===== src/include/pos_status_pkg.sv =====
// Constants, codes, register map and carrier types for the position status block.
package pos_status_pkg;

	// ==========================================================
	// Sizes
	localparam int NUM_IN = 4;
	localparam int NUM_OUT = 4;
	localparam int FCODE_W = 8;
	localparam int SET_W = 16;
	localparam int DROOP_W = 32;
	localparam int POS_W = 32;
	localparam int ADDR_W = 8;
	localparam int IRQ_W = 4;

	// ==========================================================
	// Input terminal function codes
	localparam logic [FCODE_W-1:0] FC_DOG = 8'h4C;
	localparam logic [FCODE_W-1:0] FC_STOP = 8'h57;
	localparam logic [FCODE_W-1:0] FC_FWD = 8'h58;
	localparam logic [FCODE_W-1:0] FC_REV = 8'h59;

	// ==========================================================
	// Output terminal function codes, positive logic, and the offset that makes a negative-logic code
	localparam logic [FCODE_W-1:0] OC_LIMIT = 8'h18;
	localparam logic [FCODE_W-1:0] OC_INPOS = 8'h24;
	localparam logic [FCODE_W-1:0] OC_TRAVEL = 8'h26;
	localparam logic [FCODE_W-1:0] OC_HFAIL = 8'h38;
	localparam logic [FCODE_W-1:0] OC_BUSY = 8'h3D;
	localparam logic [FCODE_W-1:0] OC_HDONE = 8'h3F;
	localparam logic [FCODE_W-1:0] OC_READY = 8'h54;
	localparam logic [FCODE_W-1:0] OC_NEG_OFS = 8'h64;

	// ==========================================================
	// Settings: decel time in units of 0.01 s, retention, direct mode
	localparam logic [SET_W-1:0] DECEL_MIN = 16'h0001;
	localparam logic [SET_W-1:0] DECEL_MAX = 16'h8CA0;
	localparam logic [SET_W-1:0] DECEL_RST = 16'h0001;
	localparam logic [SET_W-1:0] RETAIN_OFF = 16'h270F;
	localparam logic [SET_W-1:0] RETAIN_RST = 16'h270F;
	localparam logic [SET_W-1:0] INPOS_RST = 16'h0064;
	localparam logic [SET_W-1:0] DONEW_RST = 16'h0064;
	localparam logic [FCODE_W-1:0] DCMD_OFF = 8'h00;
	localparam logic [FCODE_W-1:0] DCMD_ON_RST = 8'h03;
	localparam int LOGIC_STOP_BIT = 0;
	localparam int LOGIC_FWD_BIT = 1;
	localparam int LOGIC_REV_BIT = 2;
	localparam int LOGIC_W = 3;

	// ==========================================================
	// Register byte offsets
	localparam logic [ADDR_W-1:0] A_IN_FUNC = 8'h00;
	localparam logic [ADDR_W-1:0] A_OUT_FUNC = 8'h04;
	localparam logic [ADDR_W-1:0] A_LOGIC = 8'h08;
	localparam logic [ADDR_W-1:0] A_DECEL = 8'h0C;
	localparam logic [ADDR_W-1:0] A_INPOS = 8'h10;
	localparam logic [ADDR_W-1:0] A_DONEW = 8'h14;
	localparam logic [ADDR_W-1:0] A_RETAIN = 8'h18;
	localparam logic [ADDR_W-1:0] A_DCMD = 8'h1C;
	localparam logic [ADDR_W-1:0] A_STATUS = 8'h20;
	localparam logic [ADDR_W-1:0] A_IRQ_ST = 8'h24;
	localparam logic [ADDR_W-1:0] A_IRQ_MSK = 8'h28;

	// ==========================================================
	// Interrupt bits and bus responses
	localparam int IRQ_STOP = 0;
	localparam int IRQ_TRAVEL = 1;
	localparam int IRQ_HDONE = 2;
	localparam int IRQ_HFAIL = 3;
	localparam logic [1:0] RESP_OKAY = 2'h0;
	localparam logic [1:0] RESP_SLVERR = 2'h2;

	// ==========================================================
	// Carrier types
	typedef struct packed {
		logic busy;
		logic [DROOP_W-1:0] droop;
		logic home_warn;
		logic home_finish;
		logic servo_lock;
		logic drive_ok;
		logic pos_ctrl_sel;
	} motion_status_t;

	typedef struct packed {
		logic [POS_W-1:0] target;
		logic [SET_W-1:0] max_speed;
		logic [SET_W-1:0] accel_time;
		logic [SET_W-1:0] decel_time;
		logic [SET_W-1:0] home_cfg;
	} pos_data_t;

endpackage


===== src/verilog/position_status_signals.sv =====
// Terminal status logic for positioning, with AXI4-Lite setting registers.
//
// Implementation choices: the AXI4-Lite slave port and the placing of the registers.
`timescale 1ns/100ps

// Overview of operation
// stop, stroke inputs trigger sudden-stop deceleration; here stroke inputs only while motion.pos_ctrl_sel is set.
// travel done when idle and droop within width.
// limit warning while either stroke end active.
// in-position while droop at most set width.
// home fail follows home return warning.
// busy throughout position command operation.
// home done set when home return finishes.
// ready only with servo-lock and drive able.
// servo-lock off clears home done if 9999.
// other retention values keep home done set.
// stop decel time 0.01 to 360 s.
// direct mode select accepts 0 or variant value.
// network position data used directly in direct mode.
// logic select digits pick normally open or closed.
// negative code drives inverse of positive level.
module position_status_signals #(
	parameter logic [7:0] DCMD_ON = 8'h03
) (
	// Clock, reset, enable
	input wire logic clk,
	input wire logic sys_rst,
	input wire logic ce,
	// AXI4-Lite slave
	input wire logic [pos_status_pkg::ADDR_W-1:0] s_axi_awaddr,
	input wire logic s_axi_awvalid,
	output logic s_axi_awready,
	input wire logic [31:0] s_axi_wdata,
	input wire logic [3:0] s_axi_wstrb,
	input wire logic s_axi_wvalid,
	output logic s_axi_wready,
	output logic [1:0] s_axi_bresp,
	output logic s_axi_bvalid,
	input wire logic s_axi_bready,
	input wire logic [pos_status_pkg::ADDR_W-1:0] s_axi_araddr,
	input wire logic s_axi_arvalid,
	output logic s_axi_arready,
	output logic [31:0] s_axi_rdata,
	output logic [1:0] s_axi_rresp,
	output logic s_axi_rvalid,
	input wire logic s_axi_rready,
	// Terminals
	input wire logic [pos_status_pkg::NUM_IN-1:0] in_term,
	output logic [pos_status_pkg::NUM_OUT-1:0] out_term,
	// Positioning core
	input wire pos_status_pkg::motion_status_t motion,
	input wire pos_status_pkg::pos_data_t table_data,
	input wire pos_status_pkg::pos_data_t net_data,
	output pos_status_pkg::pos_data_t pos_data,
	output logic decel_stop_req,
	output logic [pos_status_pkg::SET_W-1:0] stop_decel_time,
	output logic direct_mode,
	output logic proximity_dog_input,
	output logic irq
);
	import pos_status_pkg::*;

	// ==========================================================
	// State
	typedef struct packed {
		logic [NUM_IN-1:0] in_s1;
		logic [NUM_IN-1:0] in_s2;
		logic [NUM_IN*FCODE_W-1:0] in_func;
		logic [NUM_OUT*FCODE_W-1:0] out_func;
		logic [LOGIC_W-1:0] terminal_input_logic_select;
		logic [SET_W-1:0] sudden_stop_decel_time;
		logic [SET_W-1:0] in_position_width;
		logic [SET_W-1:0] done_width;
		logic [SET_W-1:0] position_retention_select;
		logic [FCODE_W-1:0] direct_command_select;
		logic [IRQ_W-1:0] irq_st;
		logic [IRQ_W-1:0] irq_msk;
		logic aw_held;
		logic [ADDR_W-1:0] aw_addr;
		logic w_held;
		logic [31:0] w_data;
		logic [3:0] w_strb;
		logic bvalid;
		logic [1:0] bresp;
		logic rvalid;
		logic [31:0] rdata;
		logic [1:0] rresp;
		logic stop_req;
		logic travel_done_out;
		logic limit_warning_out;
		logic in_position_out;
		logic home_fail_out;
		logic positioning_busy_out;
		logic home_done_out;
		logic ready_out;
		logic dog;
		logic [NUM_OUT-1:0] out;
		pos_data_t pdata;
	} state_t;

	state_t st_r;
	state_t st_nxt;

	function automatic logic [31:0] merge(input logic [31:0] old,
		input logic [31:0] d, input logic [3:0] s);
		logic [31:0] m;
		m = old;
		for (int i = 0; i < 4; i++) begin
			if (s[i]) begin
				m[i*8 +: 8] = d[i*8 +: 8];
			end
		end
		return m;
	endfunction

	// ==========================================================
	// Input terminal decoding
	logic [NUM_IN-1:0] hit_stop, hit_fwd, hit_rev, hit_dog;
	logic stop_act, fwd_act, rev_act;

	genvar gi;
	generate
		for (gi = 0; gi < NUM_IN; gi++) begin : g_in
			logic [FCODE_W-1:0] code;
			logic lvl;
			assign code = st_r.in_func[gi*FCODE_W +: FCODE_W];
			assign lvl = st_r.in_s2[gi];
			// Stop, forward and reverse polarity from the logic select digits; dog has none.
			assign hit_stop[gi] = (code == FC_STOP) &&
				(lvl ^ st_r.terminal_input_logic_select[LOGIC_STOP_BIT]);
			assign hit_fwd[gi] = (code == FC_FWD) &&
				(lvl ^ st_r.terminal_input_logic_select[LOGIC_FWD_BIT]);
			assign hit_rev[gi] = (code == FC_REV) &&
				(lvl ^ st_r.terminal_input_logic_select[LOGIC_REV_BIT]);
			assign hit_dog[gi] = (code == FC_DOG) && lvl;
		end
	endgenerate

	assign stop_act = |hit_stop;
	assign fwd_act = |hit_fwd;
	assign rev_act = |hit_rev;

	// ==========================================================
	// Status levels
	logic inpos_now, done_now, hdone_clear;
	logic [6:0] sig_pos;

	assign inpos_now = motion.droop <= DROOP_W'(st_r.in_position_width);
	assign done_now = motion.droop <= DROOP_W'(st_r.done_width);
	assign hdone_clear = !motion.servo_lock &&
		(st_r.position_retention_select == RETAIN_OFF);

	function automatic logic pick(input logic [FCODE_W-1:0] c,
		input logic [6:0] s);
		logic p;
		logic [FCODE_W-1:0] b;
		p = 1'b0;
		b = (c >= OC_NEG_OFS) ? c - OC_NEG_OFS : c;
		case (b)
			OC_TRAVEL: p = s[0];
			OC_LIMIT: p = s[1];
			OC_INPOS: p = s[2];
			OC_HFAIL: p = s[3];
			OC_BUSY: p = s[4];
			OC_HDONE: p = s[5];
			OC_READY: p = s[6];
			default: p = 1'b0;
		endcase
		// Negative-logic codes invert the positive level.
		return (c >= OC_NEG_OFS) ? !p : p;
	endfunction

	// ==========================================================
	// Next state
	logic aw_take, w_take, ar_take, do_wr;
	logic [IRQ_W-1:0] ev;
	logic [31:0] rd;
	logic rd_ok;

	always_comb begin
		st_nxt = st_r;
		aw_take = s_axi_awvalid && !st_r.aw_held && !st_r.bvalid;
		w_take = s_axi_wvalid && !st_r.w_held && !st_r.bvalid;
		ar_take = s_axi_arvalid && !st_r.rvalid;
		do_wr = st_r.aw_held && st_r.w_held && !st_r.bvalid;
		rd = 32'h0;
		rd_ok = 1'b1;

		st_nxt.in_s1 = in_term;
		st_nxt.in_s2 = st_r.in_s1;
		st_nxt.dog = |hit_dog;

		st_nxt.stop_req = stop_act ||
			(motion.pos_ctrl_sel && (fwd_act || rev_act));
		st_nxt.travel_done_out = !motion.busy && done_now;
		st_nxt.limit_warning_out = fwd_act || rev_act;
		st_nxt.in_position_out = inpos_now;
		st_nxt.home_fail_out = motion.home_warn;
		st_nxt.positioning_busy_out = motion.busy;
		if (motion.home_finish) begin
			st_nxt.home_done_out = 1'b1;
		end else if (hdone_clear) begin
			st_nxt.home_done_out = 1'b0; // see R9
		end
		st_nxt.ready_out = motion.servo_lock && motion.drive_ok;

		sig_pos = {st_nxt.ready_out, st_nxt.home_done_out,
			st_nxt.positioning_busy_out, st_nxt.home_fail_out,
			st_nxt.in_position_out, st_nxt.limit_warning_out,
			st_nxt.travel_done_out};
		for (int i = 0; i < NUM_OUT; i++) begin
			st_nxt.out[i] = pick(st_r.out_func[i*FCODE_W +: FCODE_W], sig_pos);
		end

		// Direct mode takes the network data as given.
		st_nxt.pdata = (st_r.direct_command_select == DCMD_OFF) ?
			table_data : net_data;

		ev = '0;
		ev[IRQ_STOP] = st_nxt.stop_req && !st_r.stop_req;
		ev[IRQ_TRAVEL] = st_nxt.travel_done_out && !st_r.travel_done_out;
		ev[IRQ_HDONE] = st_nxt.home_done_out && !st_r.home_done_out;
		ev[IRQ_HFAIL] = st_nxt.home_fail_out && !st_r.home_fail_out;

		if (aw_take) begin
			st_nxt.aw_held = 1'b1;
			st_nxt.aw_addr = s_axi_awaddr;
		end
		if (w_take) begin
			st_nxt.w_held = 1'b1;
			st_nxt.w_data = s_axi_wdata;
			st_nxt.w_strb = s_axi_wstrb;
		end
		if (do_wr) begin
			st_nxt.aw_held = 1'b0;
			st_nxt.w_held = 1'b0;
			st_nxt.bvalid = 1'b1;
			st_nxt.bresp = RESP_OKAY;
			case (st_r.aw_addr)
				A_IN_FUNC: st_nxt.in_func = merge(st_r.in_func,
					st_r.w_data, st_r.w_strb);
				A_OUT_FUNC: st_nxt.out_func = merge(st_r.out_func,
					st_r.w_data, st_r.w_strb);
				A_LOGIC: if (st_r.w_strb[0]) begin
					st_nxt.terminal_input_logic_select = st_r.w_data[LOGIC_W-1:0];
				end
				A_DECEL: if ((st_r.w_data[SET_W-1:0] >= DECEL_MIN) &&
					(st_r.w_data[SET_W-1:0] <= DECEL_MAX)) begin
					st_nxt.sudden_stop_decel_time = st_r.w_data[SET_W-1:0];
				end
				A_INPOS: st_nxt.in_position_width = st_r.w_data[SET_W-1:0];
				A_DONEW: st_nxt.done_width = st_r.w_data[SET_W-1:0];
				A_RETAIN: st_nxt.position_retention_select = st_r.w_data[SET_W-1:0];
				A_DCMD: if ((st_r.w_data[FCODE_W-1:0] == DCMD_OFF) ||
					(st_r.w_data[FCODE_W-1:0] == DCMD_ON)) begin
					st_nxt.direct_command_select = st_r.w_data[FCODE_W-1:0];
				end
				A_STATUS: ;
				A_IRQ_ST: st_nxt.irq_st = st_r.irq_st & ~st_r.w_data[IRQ_W-1:0];
				A_IRQ_MSK: st_nxt.irq_msk = st_r.w_data[IRQ_W-1:0];
				default: st_nxt.bresp = RESP_SLVERR;
			endcase
		end else if (st_r.bvalid && s_axi_bready) begin
			st_nxt.bvalid = 1'b0;
		end
		st_nxt.irq_st = st_nxt.irq_st | ev;

		case (s_axi_araddr)
			A_IN_FUNC: rd = st_r.in_func;
			A_OUT_FUNC: rd = st_r.out_func;
			A_LOGIC: rd = {29'h0, st_r.terminal_input_logic_select};
			A_DECEL: rd = {16'h0, st_r.sudden_stop_decel_time};
			A_INPOS: rd = {16'h0, st_r.in_position_width};
			A_DONEW: rd = {16'h0, st_r.done_width};
			A_RETAIN: rd = {16'h0, st_r.position_retention_select};
			A_DCMD: rd = {24'h0, st_r.direct_command_select};
			A_STATUS: rd = {23'h0, st_r.dog, st_r.stop_req, st_r.ready_out,
				st_r.home_done_out, st_r.positioning_busy_out,
				st_r.home_fail_out, st_r.in_position_out,
				st_r.limit_warning_out, st_r.travel_done_out};
			A_IRQ_ST: rd = {28'h0, st_r.irq_st};
			A_IRQ_MSK: rd = {28'h0, st_r.irq_msk};
			default: rd_ok = 1'b0;
		endcase
		if (ar_take) begin
			st_nxt.rvalid = 1'b1;
			st_nxt.rdata = rd;
			st_nxt.rresp = rd_ok ? RESP_OKAY : RESP_SLVERR;
		end else if (st_r.rvalid && s_axi_rready) begin
			st_nxt.rvalid = 1'b0;
		end
	end

	always_ff @(posedge clk or posedge sys_rst) begin
		if (sys_rst) begin
			st_r <= '0;
			st_r.sudden_stop_decel_time <= DECEL_RST;
			st_r.in_position_width <= INPOS_RST;
			st_r.done_width <= DONEW_RST;
			st_r.position_retention_select <= RETAIN_RST;
		end else if (ce) begin
			st_r <= st_nxt;
		end
	end

	// ==========================================================
	// Outputs
	assign s_axi_awready = !st_r.aw_held && !st_r.bvalid;
	assign s_axi_wready = !st_r.w_held && !st_r.bvalid;
	assign s_axi_bvalid = st_r.bvalid;
	assign s_axi_bresp = st_r.bresp;
	assign s_axi_arready = !st_r.rvalid;
	assign s_axi_rvalid = st_r.rvalid;
	assign s_axi_rdata = st_r.rdata;
	assign s_axi_rresp = st_r.rresp;
	assign out_term = st_r.out;
	assign pos_data = st_r.pdata;
	assign decel_stop_req = st_r.stop_req;
	assign stop_decel_time = st_r.sudden_stop_decel_time;
	assign direct_mode = st_r.direct_command_select != DCMD_OFF;
	assign proximity_dog_input = st_r.dog;
	assign irq = |(st_r.irq_st & st_r.irq_msk);
endmodule


===== config.mk =====
export PLATFORM = sky130hd
export DESIGN_NAME = position_status_signals
export DESIGN_NICKNAME = d
export VERILOG_FILES = /design/src/include/pos_status_pkg.sv /design/src/verilog/position_status_signals.sv
export SDC_FILE = /design/constraint.sdc
export NUM_CORES = 1
export LEC_CHECK = 0
export ABC_CLOCK_PERIOD_IN_PS = 11400
export BUFFER_PORTS_ARGS = -buffer_cell sky130_fd_sc_hd__buf_2
export CAP_MARGIN = 20
export CELL_PAD_IN_SITES_DETAIL_PLACEMENT = 2
export CELL_PAD_IN_SITES_GLOBAL_PLACEMENT = 2
export CORE_MARGIN = 4
export CORE_UTILIZATION = 31
export CTS_CLUSTER_DIAMETER = 120
export DETAILED_ROUTE_END_ITERATION = 8
export PLACE_DENSITY_LB_ADDON = 0.1
export REMOVE_ABC_BUFFERS = 1
export SLEW_MARGIN = 0
export SYNTH_ARGS = -nofsm -noshare
export SYNTH_HDL_FRONTEND = slang
export SYNTH_SLANG_ARGS = --single-unit

===== constraint.sdc =====
create_clock -name clk -period 11.4 [get_ports clk]
set_clock_uncertainty 0.2 [all_clocks]
set_input_delay 1.14 -clock clk [delete_from_list [all_inputs] [get_ports clk]]
set_output_delay 1.14 -clock clk [all_outputs]
set_load 0.05 [all_outputs]

==> results of run 1 <==
==> power breakdown <==
group,internal [uW],switching (uW)
sequential,1410,279
combinational,290,471
clock,806,547
total,2510,1300
==> per-stage QoR <==
stage	worst slack, ns	utilization, %	area, sq um	total power, uW
2_1_floorplan	0.491	-	17200	2100
3_3_place_gp	6.78	34.7	20600	2450
3_5_place_dp	6.75	34.7	20600	2480
4_1_cts	7.27	37.0	22000	3860
5_1_grt	7.21	37.0	22000	4010
6_report	7.30	37.1	22000	3800
==> final cells by class <==
type	count	share of cell area, %
antenna	7	0.0796
clock buffer	64	5.90
clock inverter	10	0.387
inverter	64	1.13
multi-input combinational	1130	37.8
sequential	346	39.4
tap	773	4.40
timing repair buffer	465	10.8
==> per-layer routing <==
metal	routed length (um)	up-vias	global-route usage [%]	part of all wire, %
li1	-	6814	-	-
met5	137	-	0	0.20
met2	34500	379	36.3	50
met1	29500	7733	26.6	42
met4	1870	22	6.08	2.7
met3	3590	122	4.47	5.2
==> sequential cells by signal, indices dropped and copies added (netlist names) <==
register / flops
s_axi_rvalid: 1
s_axi_rresp: 1
st_r: 152
st_nxt: 4
s_axi_rdata: 32
stop_decel_time: 16
s_axi_bvalid: 1
g_in.code: 32
g_in.lvl: 4
decel_stop_req: 1
pos_data: 96
proximity_dog_input: 1
out_term: 4
s_axi_bresp: 1
==> synth_stat cells (5+ instances only) <==
master / count / area (sq um)
a211oi_1: 7 / 52.6
a21o_1: 14 / 105
a21oi_1: 126 / 631
a221oi_1: 12 / 105
a222oi_1: 6 / 60.1
a22o_1: 5 / 43.8
a22oi_1: 56 / 420
a31oi_1: 13 / 81.3
a32oi_1: 8 / 70.1
a41oi_1: 7 / 61.3
and3_1: 5 / 31.3
buf_1: 13 / 48.8
buf_4: 153 / 1150
clkbuf_1: 71 / 267
dfrtp_1: 331 / 8280
dfstp_2: 15 / 394
ha_1: 40 / 500
inv_1: 63 / 236
mux2_2: 179 / 2020
mux2_4: 10 / 150
mux2i_1: 106 / 1060
nand2_1: 101 / 379
nand2b_1: 6 / 37.5
nand3_1: 27 / 135
nand4_1: 24 / 150
nor2_1: 145 / 544
nor2b_1: 15 / 93.8
nor3_1: 16 / 80.1
nor3b_1: 8 / 60.1
nor4_1: 20 / 125
nor4b_1: 10 / 87.6
nor4bb_1: 5 / 50.1
o211ai_1: 5 / 37.5
o21ai_0: 61 / 305
o31ai_1: 9 / 67.6
or3_1: 6 / 37.5
xnor2_1: 8 / 70.1
==> path summary, 6_finish.rpt <==
check                                                 from                    endpoint  slack (ns)  depth (start not counted)
worst max-delay path                 st_r[205]$_DFFE_PP0P_                 direct_mode        7.30                          3
worst min-delay path            s_axi_rdata[2]$_DFFE_PP0P_  s_axi_rdata[2]$_DFFE_PP0P_        0.28                          1
worst max register to register       st_r[256]$_DFFE_PP0P_     out_term[2]$_DFFE_PP0P_        7.48                         10
worst min register to register  s_axi_rdata[2]$_DFFE_PP0P_  s_axi_rdata[2]$_DFFE_PP0P_        0.28                          1
max in group asynchronous                          sys_rst       st_r[158]$_DFFE_PP0P_        8.89                          3
min in group asynchronous                          sys_rst    pos_data[58]$_DFFE_PP0P_        0.51                          2
==> kinds of logic after synthesis <==
family	after synthesis	synth area share, %
flip-flops	346	46.4
multiplexers	295	17.2
other	1	0.0200
AND/OR/NAND/NOR	420	11.3
adder cells (fa/ha/maj)	40	2.67
buffers and inverters	307	9.38
XOR/XNOR	12	0.562
AO/OA/AOI/OAI	361	12.4
==> metrics.csv, run 1 <==
stage,metric,value,unit
cells_and_area,drive_above_1_share,36.6,%
detailed_routing,drt-vias-per-instance,5.27,
cts,numCtsBuffers,44,
global_routing,grt_max_degree,155,
sta,setup_viol,0,
sta,fin_crit,4.10,ns
detailed_routing,antenna_left,0,
global_routing,grt_overflow,0,
detailed_routing,drt_wl_total,69.6,mm
cells_and_area,nNetsFinal,2385,
setup_path,critPathKind,flop to output port,
sta,holdWs,0.282,ns
placement,hpwl,52.3,mm
cts,clk_pin_slew,0.06,ns
outcome,outcome,completed,
cts,cts_tree,done,
setup_path,crit_fanout,44,
placement,io_buffers,452,
cts,cts_setup_buffers,0,
detailed_routing,wl_per_cell,24.3,um
logic_synthesis,ys_seq_area_share,46.4,%
cts,cts_root_buf,clkbuf_16,
setup_path,worst_setup_path_start_kind,flop,
placement,gp_congestion,0.829,
pwr,p_per_area,173,nW/um^2
setup_path,arrival,2.76,ns
floorplan,fp.dieW,254,um
detailed_routing,drt_iter0_markers,643,
logic_synthesis,synth_edf_count,0,
pwr,peakVddDrop,0.0000971,V
sta,finalMaxSlewViolations,0,
logic_synthesis,syn_inst,1782,
cells_and_area,fillers,6422,
global_routing,grt.total_usage,21.0,%
logic_synthesis,ys_ff_latch,346,
floorplan,core_area,59400,sq um
floorplan,row_count,89,
floorplan,io_pins,455,
floorplan,die_h,254,um
floorplan,dieArea,64400,sq um
sta,timing.slew.headroom,24.4,%
global_routing,grt_pass1_wl,104,mm
cts,cts_resized,0,
cts,cts.hold.buffers_added,0,
floorplan,start_util,31.5,%
sta,max_freq,0.244,GHz
sta,final.setup.tns,0,ns
setup_path,critPathRequiredTime,10.06,ns
cells_and_area,regArea,8680,sq um
cells_and_area,syn2layout_area_growth,17.6,%
sta,rsz0062_at_grt,false,
detailed_routing,firstDrtPassIters,5,
cells_and_area,multi_input_area,8330,sq um
logic_synthesis,synth_async_sr_flop_share,100,%
setup_path,worst-path-buf-inv,1,
cells_and_area,instances_no_fill,2859,
cts,numClockSinks,346,
cts,cts_buffer_depth,3,
setup_path,slowest_delay,0.68,ns
cells_and_area,mostFrequentLayoutCells,"451 x buf_2, 331 x dfrtp_1, 179 x mux2_2",
setup_path,critPathSlowestCell,nor4_1,
global_routing,antenna_found_initial,20,
min_path,min_path_type,flop to flop,
logic_synthesis,ys_types,85,
sta,finalHoldViolCount,0,
setup_path,critical-path-top-delay-family,simple AND/OR/NAND/NOR gates,
cts,clk_latency,0.58,ns
detailed_routing,drc,0,
global_routing,grt_pass1_vias,16500,
logic_synthesis,ys_warn_count,0,
logic_synthesis,syn_area_per_cell,10.5,sq um
setup_path,cp-end-kind,output port,
placement,placed_cells,2778,
logic_synthesis,synthFlopType,dfrtp_1,
cells_and_area,final_common_cell,buf_2,
setup_path,worstPathCellList,"nor4_1, nand2_4, buf_2",
pwr,p_leak,0.00994,uW
sta,tightest_slew,1.13,ns
cts,htreeDepth,2,
sta,post-route-period-util,36.0,%
detailed_routing,vias,15100,
logic_synthesis,synth_area,18700,sq um
job,drv_cap,0,
Note: power is estimated with default switching activity, not from simulation.
==> run 2, diff against run 1 <==
--- a/config.mk
+++ b/config.mk
@@ -5,13 +5,14 @@
 export SDC_FILE = /design/constraint.sdc
 export NUM_CORES = 1
 export LEC_CHECK = 0
-export ABC_CLOCK_PERIOD_IN_PS = 11400
+export ABC_AREA = 1
+export ABC_CLOCK_PERIOD_IN_PS = 3550
 export BUFFER_PORTS_ARGS = -buffer_cell sky130_fd_sc_hd__buf_2
 export CAP_MARGIN = 20
 export CELL_PAD_IN_SITES_DETAIL_PLACEMENT = 2
 export CELL_PAD_IN_SITES_GLOBAL_PLACEMENT = 2
 export CORE_MARGIN = 4
-export CORE_UTILIZATION = 31
+export CORE_UTILIZATION = 28
 export CTS_CLUSTER_DIAMETER = 120
 export DETAILED_ROUTE_END_ITERATION = 8
 export PLACE_DENSITY_LB_ADDON = 0.1
==> constraint.sdc (replaced) <==
create_clock -name clk -period 3.55 [get_ports clk]
set_clock_uncertainty 0.2 [all_clocks]
set_input_delay 0.355 -clock clk [delete_from_list [all_inputs] [get_ports clk]]
set_output_delay 0.355 -clock clk [all_outputs]
set_load 0.05 [all_outputs]
==> run 2 against run 1 <==
Effect of this change:
- non-clock buffer count grew 265
- area after synthesis up 2.2%
- critical endpoint is now pos_data[87]$_DFFE_PP0P_
- combinational power rose to 3.9 times the previous value
- largest power group unchanged
- cell count is 37% higher
==> metrics.csv, run 2 <==
stage,metric,value,unit
floorplan,row_count,95,
logic_synthesis,syn_area_per_cell,7.76,sq um
cells_and_area,drive_above_1_share,21.5,%
logic_synthesis,ys_warn_count,0,
job,drv_cap,0,
cells_and_area,syn2layout_area_growth,32.1,%
sta,max_freq,0.332,GHz
cts,cts_setup_buffers,0,
detailed_routing,vias,19200,
global_routing,grt_overflow,0,
detailed_routing,firstDrtPassIters,5,
logic_synthesis,synth_area,19100,sq um
logic_synthesis,synth_edf_count,0,
pwr,p_comb_share,23.6,%
pwr,netSwitchingFraction,34.6,%
cts,numClockSinks,346,
setup_path,worst-path-buf-inv,3,
sta,setup_viol,0,
logic_synthesis,synth_compound_area_share,14.4,%
logic_synthesis,synth_commonest_cells,"590 x nand2_1, 341 x o21ai_0, 331 x dfrtp_1",
pwr,peakVddDrop,0.000279,V
pwr,p_leak,0.0123,uW
setup_path,critPathSlowestCell,or4_1,
cts,numCtsBuffers,45,
sta,post-route-period-util,84.8,%
cts,cts_tree,done,
cells_and_area,fillers,7643,
outcome,outcome,completed,
logic_synthesis,synth_xor_area_share,0.916,%
logic_synthesis,synthFlopType,dfrtp_1,
floorplan,fp.dieW,269,um
sta,tightest_slew,0.826,ns
cells_and_area,mostFrequentLayoutCells,"590 x nand2_1, 451 x buf_2, 341 x o21ai_0",
sta,fin_crit,3.01,ns
logic_synthesis,yosys.cell_count.top_type,nand2_1,
global_routing,grt.total_usage,23.9,%
pwr,p_per_area,499,nW/um^2
logic_synthesis,yosys.area_share.simple,23.0,%
sta,finalMaxSlewViolations,0,
cells_and_area,regMostFlops,st_r,
cts,clk_pin_slew,0.06,ns
sta,rsz0062_at_grt,false,
pwr,seqPwrFrac,38.5,%
setup_path,critPathRequiredTime,3.82,ns
logic_synthesis,synth_async_sr_flop_share,100,%
logic_synthesis,ys_ff_latch,346,
setup_path,worstPathCellList,"or4_1, nor2_4, inv_2, buf_4, nor2_1, o21ai_0, dlygate4sd3_1",
cells_and_area,nNetsFinal,3325,
logic_synthesis,synth_fa_ha_area_share,2.62,%
setup_path,worst_setup_path_start_kind,flop,
cells_and_area,largest_reg_flops,152,
logic_synthesis,synth_area_leaders,"dfrtp_1 43%, nand2_1 12%, o21ai_0 8.9%",
detailed_routing,drt-vias-per-instance,4.90,
cells_and_area,final_common_cell,nand2_1,
setup_path,crit_fanout,32,
detailed_routing,drt_iter0_markers,924,
floorplan,io_pins,455,
setup_path,cp-end-kind,flop,
floorplan,dieArea,72500,sq um
cts,cts_buffer_depth,3,
detailed_routing,drc,0,
global_routing,antenna_found_initial,15,
placement,gp_congestion,0.844,
logic_synthesis,yosys.area.top_type,dfrtp_1,
logic_synthesis,synth_top_family_by_area,simple AND/OR/NAND/NOR gates,
detailed_routing,antenna_left,0,
pwr,power_switching,4360,uW
cts,htreeDepth,2,
setup_path,critPathKind,flop to flop,
pwr,total_power,12600,uW
setup_path,arrival,3.28,ns
sta,timing.slew.headroom,44.9,%
min_path,min_path_type,input pin to flop,
cts,cts_root_buf,clkbuf_16,
floorplan,die_h,269,um
floorplan,core_area,67400,sq um
global_routing,grt_pass1_wl,136,mm
global_routing,grt_max_degree,97,
cts,clk_latency,0.59,ns
pwr,clkPwrFrac,37.8,%
cells_and_area,design_area,25200,sq um
placement,hpwl,63.1,mm
logic_synthesis,syn_inst,2464,
global_routing,grt_pass1_vias,21900,
floorplan,start_util,28.4,%
logic_synthesis,ys_types,52,
logic_synthesis,synthMuxAreaShare,0.570,%
detailed_routing,drt_wl_total,88.7,mm
logic_synthesis,netlist.area_leader.share,43.3,%
pwr,cell_internal_pwr,8240,uW
sta,finalHoldViolCount,0,
placement,io_buffers,452,
setup_path,slowest_delay,0.57,ns
detailed_routing,wl_per_cell,22.7,um
logic_synthesis,ys_seq_area_share,45.4,%
placement,dpl-instance-area,21200,sq um
setup_path,critical-path-top-delay-family,buffers and inverters,
## run 2: changes by cell type after synthesis, moves of 103 or more
cell / delta
inv_1: +158
mux2_2: -172
nand2_1: +489
o21ai_0: +280
nor2_1: +105
mux2i_1: -103
## run 2: path summary, 6_finish.rpt
path,from,end,slack [ns],cells past startpoint
setup / recovery,st_r[202]$_DFFE_PP0P_,pos_data[87]$_DFFE_PP0P_,0.54,7
hold / removal,motion[2],st_r[101]$_DFFE_PP0P_,0.03,3
setup reg to reg,st_r[202]$_DFFE_PP0P_,pos_data[87]$_DFFE_PP0P_,0.54,7
hold reg to reg,st_nxt[340]$_DFFE_PP0P_,st_nxt[340]$_DFFE_PP0P_,0.27,2
max in group asynchronous,sys_rst,st_r[219]$_DFFE_PP1P_,2.03,4
min in group asynchronous,sys_rst,pos_data[4]$_DFFE_PP0P_,0.21,3
## run 2: repair_timing
item / 4_1_cts / 5_1_grt
resized for setup: 0 / 0
hold endpoints to repair: 214 / 0
hold buffers: 248 / 0
## run 2: worst register-to-register path, cell delays in order (launching register included)
cell	delay (ns)
dfrtp_1	0.42
or4_1	0.57
nor2_4	0.17
inv_2	0.24
buf_4	0.37
nor2_1	0.22
o21ai_0	0.15
dlygate4sd3_1	0.57
## run 2: layout make-up
cell class / count / area [sq um] / share of cell area (%)
sequential: 346 / 8680 / 34.4
multi-input combinational: 1618 / 7960 / 31.5
timing repair buffer: 730 / 5050 / 20.0
clock buffer: 71 / 1320 / 5.24
tap: 873 / 1090 / 4.33
inverter: 250 / 951 / 3.77
clock inverter: 10 / 179 / 0.709
antenna: 8 / 20.0 / 0.0793
## run 2: metrics by stage
| stage | hold WS (ns) | setup TNS (ns) | util [%] | worst slack [ns] | instances |
|---|---|---|---|---|---|
| after global routing | 0.0325 | 0 | 37.5 | 0.355 | 3903 |
| after global placement | 0.251 | 0 | 31.5 | 0.602 | 3569 |
| after floorplan | 0.236 | -2235.95 | - | -6.57 | 2214 |
| after detailed placement | 0.254 | 0 | 31.5 | 0.642 | 3569 |
| final | 0.0326 | 0 | 37.5 | 0.539 | 3906 |
| after CTS | 0.00772 | 0 | 37.4 | 0.551 | 3898 |
## run 2: cell families (layout without fill, tap and decap cells)
family,Yosys count,count (layout)
compound gates,505,505
xor+xnor,20,20
fa+ha+maj,40,40
buf+inv,501,1061
flops,346,346
mux,10,10
other cells,1,10
simple gates,1041,1041
## run 2: per-layer routing
metal | global-route usage [%] | wire length [um] | vias up
li1 | - | - | 8913
met2 | 44.0 | 45000 | 480
met5 | 0 | 20 | -
met1 | 28.7 | 36800 | 9634
met3 | 4.72 | 4580 | 125
met4 | 5.68 | 2260 | 6
## run 2: power by group through the flow
stage / sequential, uW / combinational (uW) / clock (uW)
CTS: 4840 / 3000 / 4900
finish: 4850 / 2980 / 4770
detailed placement: 4910 / 2710 / 0
global route: 4920 / 3280 / 5060
global placement: 4880 / 2630 / 0
floorplan: 5210 / 1200 / 0
==> run 3, diff against run 2 <==
--- a/config.mk
+++ b/config.mk
@@ -6,7 +6,7 @@
 export NUM_CORES = 1
 export LEC_CHECK = 0
 export ABC_AREA = 1
-export ABC_CLOCK_PERIOD_IN_PS = 3550
+export ABC_CLOCK_PERIOD_IN_PS = 2700
 export BUFFER_PORTS_ARGS = -buffer_cell sky130_fd_sc_hd__buf_2
 export CAP_MARGIN = 20
 export CELL_PAD_IN_SITES_DETAIL_PLACEMENT = 2
==> constraint.sdc (replaced) <==
create_clock -name clk -period 2.7 [get_ports clk]
set_clock_uncertainty 0.2 [all_clocks]
set_input_delay 0.27 -clock clk [delete_from_list [all_inputs] [get_ports clk]]
set_output_delay 0.27 -clock clk [all_outputs]
set_load 0.05 [all_outputs]
==> run 3 against run 2 <==
Effect of this change:
- register-to-register slack got worse by 0.42 ns
- largest power group unchanged
- wire length grew 3.1%
- worst hold slack better by 0.0030 ns
- critical path type unchanged
- first-iteration DRC count shrank 4.2%
==> metrics.csv, run 3 (same netlist as run 2, synthesis figures left out) <==
stage,metric,value,unit
sta,final.setup.tns,0,ns
cts,cts_tree,done,
cts,clk_pin_slew,0.06,ns
cells_and_area,nNetsFinal,3371,
global_routing,antenna_found_initial,12,
floorplan,dieArea,72500,sq um
placement,io_buffers,452,
floorplan,start_util,28.4,%
setup_path,crit_fanout,96,
sta,max_freq,0.388,GHz
global_routing,grt_pass1_vias,22500,
job,drv_cap,0,
cells_and_area,largest_reg_flops,152,
pwr,peakVddDrop,0.000410,V
cells_and_area,final_common_cell,nand2_1,
outcome,outcome,completed,
sta,setup_viol,0,
setup_path,critPathSlowestCell,or4_4,
global_routing,grt_pass1_wl,140,mm
cells_and_area,syn2layout_area_growth,34.5,%
cells_and_area,instances_no_fill,3960,
cts,numClockSinks,346,
pwr,p_leak,0.0124,uW
sta,finalHoldViolCount,0,
floorplan,die_h,269,um
setup_path,critPathRequiredTime,2.94,ns
detailed_routing,wl_per_cell,23.1,um
cells_and_area,regMostFlops,st_r,
cts,htreeDepth,2,
placement,place_ws,0.0325,ns
detailed_routing,vias,19500,
setup_path,slowest_delay,0.55,ns
global_routing,grt_max_degree,112,
cts,numCtsBuffers,46,
setup_path,worst-path-buf-inv,2,
floorplan,row_count,95,
sta,post-route-period-util,95.6,%
global_routing,grt.total_usage,24.6,%
placement,placed_cells,3608,
placement,hpwl,63.1,mm
pwr,p_per_area,639,nW/um^2
setup_path,arrival,2.82,ns
detailed_routing,drt_wl_total,91.5,mm
detailed_routing,drt_iter0_markers,885,
detailed_routing,drt-vias-per-instance,4.92,
setup_path,critical-path-top-delay-family,simple AND/OR/NAND/NOR gates,
setup_path,cp-end-kind,flop,
setup_path,worstPathCellList,"or4_4, nor2_4, buf_4, buf_12, o21ai_0, o21ai_0",
setup_path,cp_common_cell,o21ai_0,
floorplan,core_area,67400,sq um
cells_and_area,fillers,7578,
cells_and_area,drive_above_1_share,23.0,%
placement,gp_congestion,0.835,
sta,fin_ws,0.120,ns
sta,tightest_slew,0.787,ns
detailed_routing,firstDrtPassIters,4,
cts,cts_buffer_depth,3,
cells_and_area,utilization,38.1,%
sta,fin_crit,2.58,ns
detailed_routing,antenna_left,0,
sta,timing.slew.headroom,47.5,%
setup_path,worst_setup_path_start_kind,flop,
floorplan,fp.dieW,269,um
global_routing,grt_overflow,0,
cells_and_area,mostFrequentLayoutCells,"588 x nand2_1, 450 x buf_2, 340 x o21ai_0",
cts,clk_latency,0.59,ns
setup_path,critPathKind,flop to flop,
sta,finalMaxSlewViolations,0,
min_path,min_path_type,input pin to flop,
floorplan,io_pins,455,
detailed_routing,drc,0,
cts,cts_root_buf,clkbuf_16,
## run 3: cell count changes in the layout (fill, tap and decap cells not counted), moves of 5 or more
cell and change:
buf_4 +38, clkbuf_1 -5, clkinv_2 +10, diode_2 +7
## run 3: power breakdown
| part | switching [uW] | internal, uW | total (uW) |
|---|---|---|---|
| Clock | 2500 | 3570 | 6070 |
| Sequential | 497 | 5860 | 6360 |
| Combinational | 2760 | 1240 | 4000 |
| Total | 5750 | 10700 | 16400 |
## run 3: cell type report
type | count | area [sq um] | area share, %
inverter | 250 | 956 | 3.72
clock inverter | 16 | 138 | 0.536
timing repair buffer | 775 | 5450 | 21.2
antenna | 15 | 37.5 | 0.146
tap | 873 | 1090 | 4.25
multi-input combinational | 1618 | 8000 | 31.1
sequential | 346 | 8680 | 33.8
clock buffer | 67 | 1350 | 5.26
## run 3: final timing paths
kind	start	depth (start not counted)	slack, ns	end
max	st_r[202]$_DFFE_PP0P_	6	0.12	pos_data[11]$_DFFE_PP0P_
min	s_axi_wvalid	4	0.04	st_r[183]$_DFFE_PP0P_
max reg2reg	st_r[202]$_DFFE_PP0P_	6	0.12	pos_data[11]$_DFFE_PP0P_
min reg2reg	st_r[207]$_DFFE_PP0P_	2	0.27	st_r[207]$_DFFE_PP0P_
max in group asynchronous	sys_rst	4	1.44	g_in[3].code[3]$_DFFE_PP0P_
min in group asynchronous	sys_rst	3	0.08	pos_data[72]$_DFFE_PP0P_
## run 3: repair_timing
item | in CTS | in global routing
hold buffers | 252 | 0
endpoints found under the setup margin | 4 | 5
endpoints found under the hold margin | 439 | 0
buffers inserted | 0 | 2
pin swaps | 0 | 2
resized for setup | 3 | 13
## run 3: worst register-to-register path, delay by kind of cell, from the launching register on
kind	cells	cell delay (ns)
and+or+nand+nor	2	0.73
buffers and inverters	2	0.45
DFF	1	0.42
AOI/OAI and AO/OA	2	0.64
## run 3: metrics by stage
stage	cell area (sq um)	hold WS, ns	total power [uW]
after CTS	25600	0.0247	16600
after global routing	25700	0.0519	17300
final	25700	0.0356	16400
after floorplan	17600	0.173	8430
after detailed placement	21600	0.147	10100
after global placement	21600	0.134	9950
## run 3: metal layers
layer / track usage (%) / wire length (um) / up-vias / part of all wire [%]
li1: - / - / 9009 / -
met1: 29.0 / 37400 / 9834 / 41
met2: 45.2 / 46600 / 502 / 51
met3: 5.47 / 4760 / 146 / 5.2
met4: 6.29 / 2750 / 2 / 3.0
met5: 0 / 13 / - / 0.014
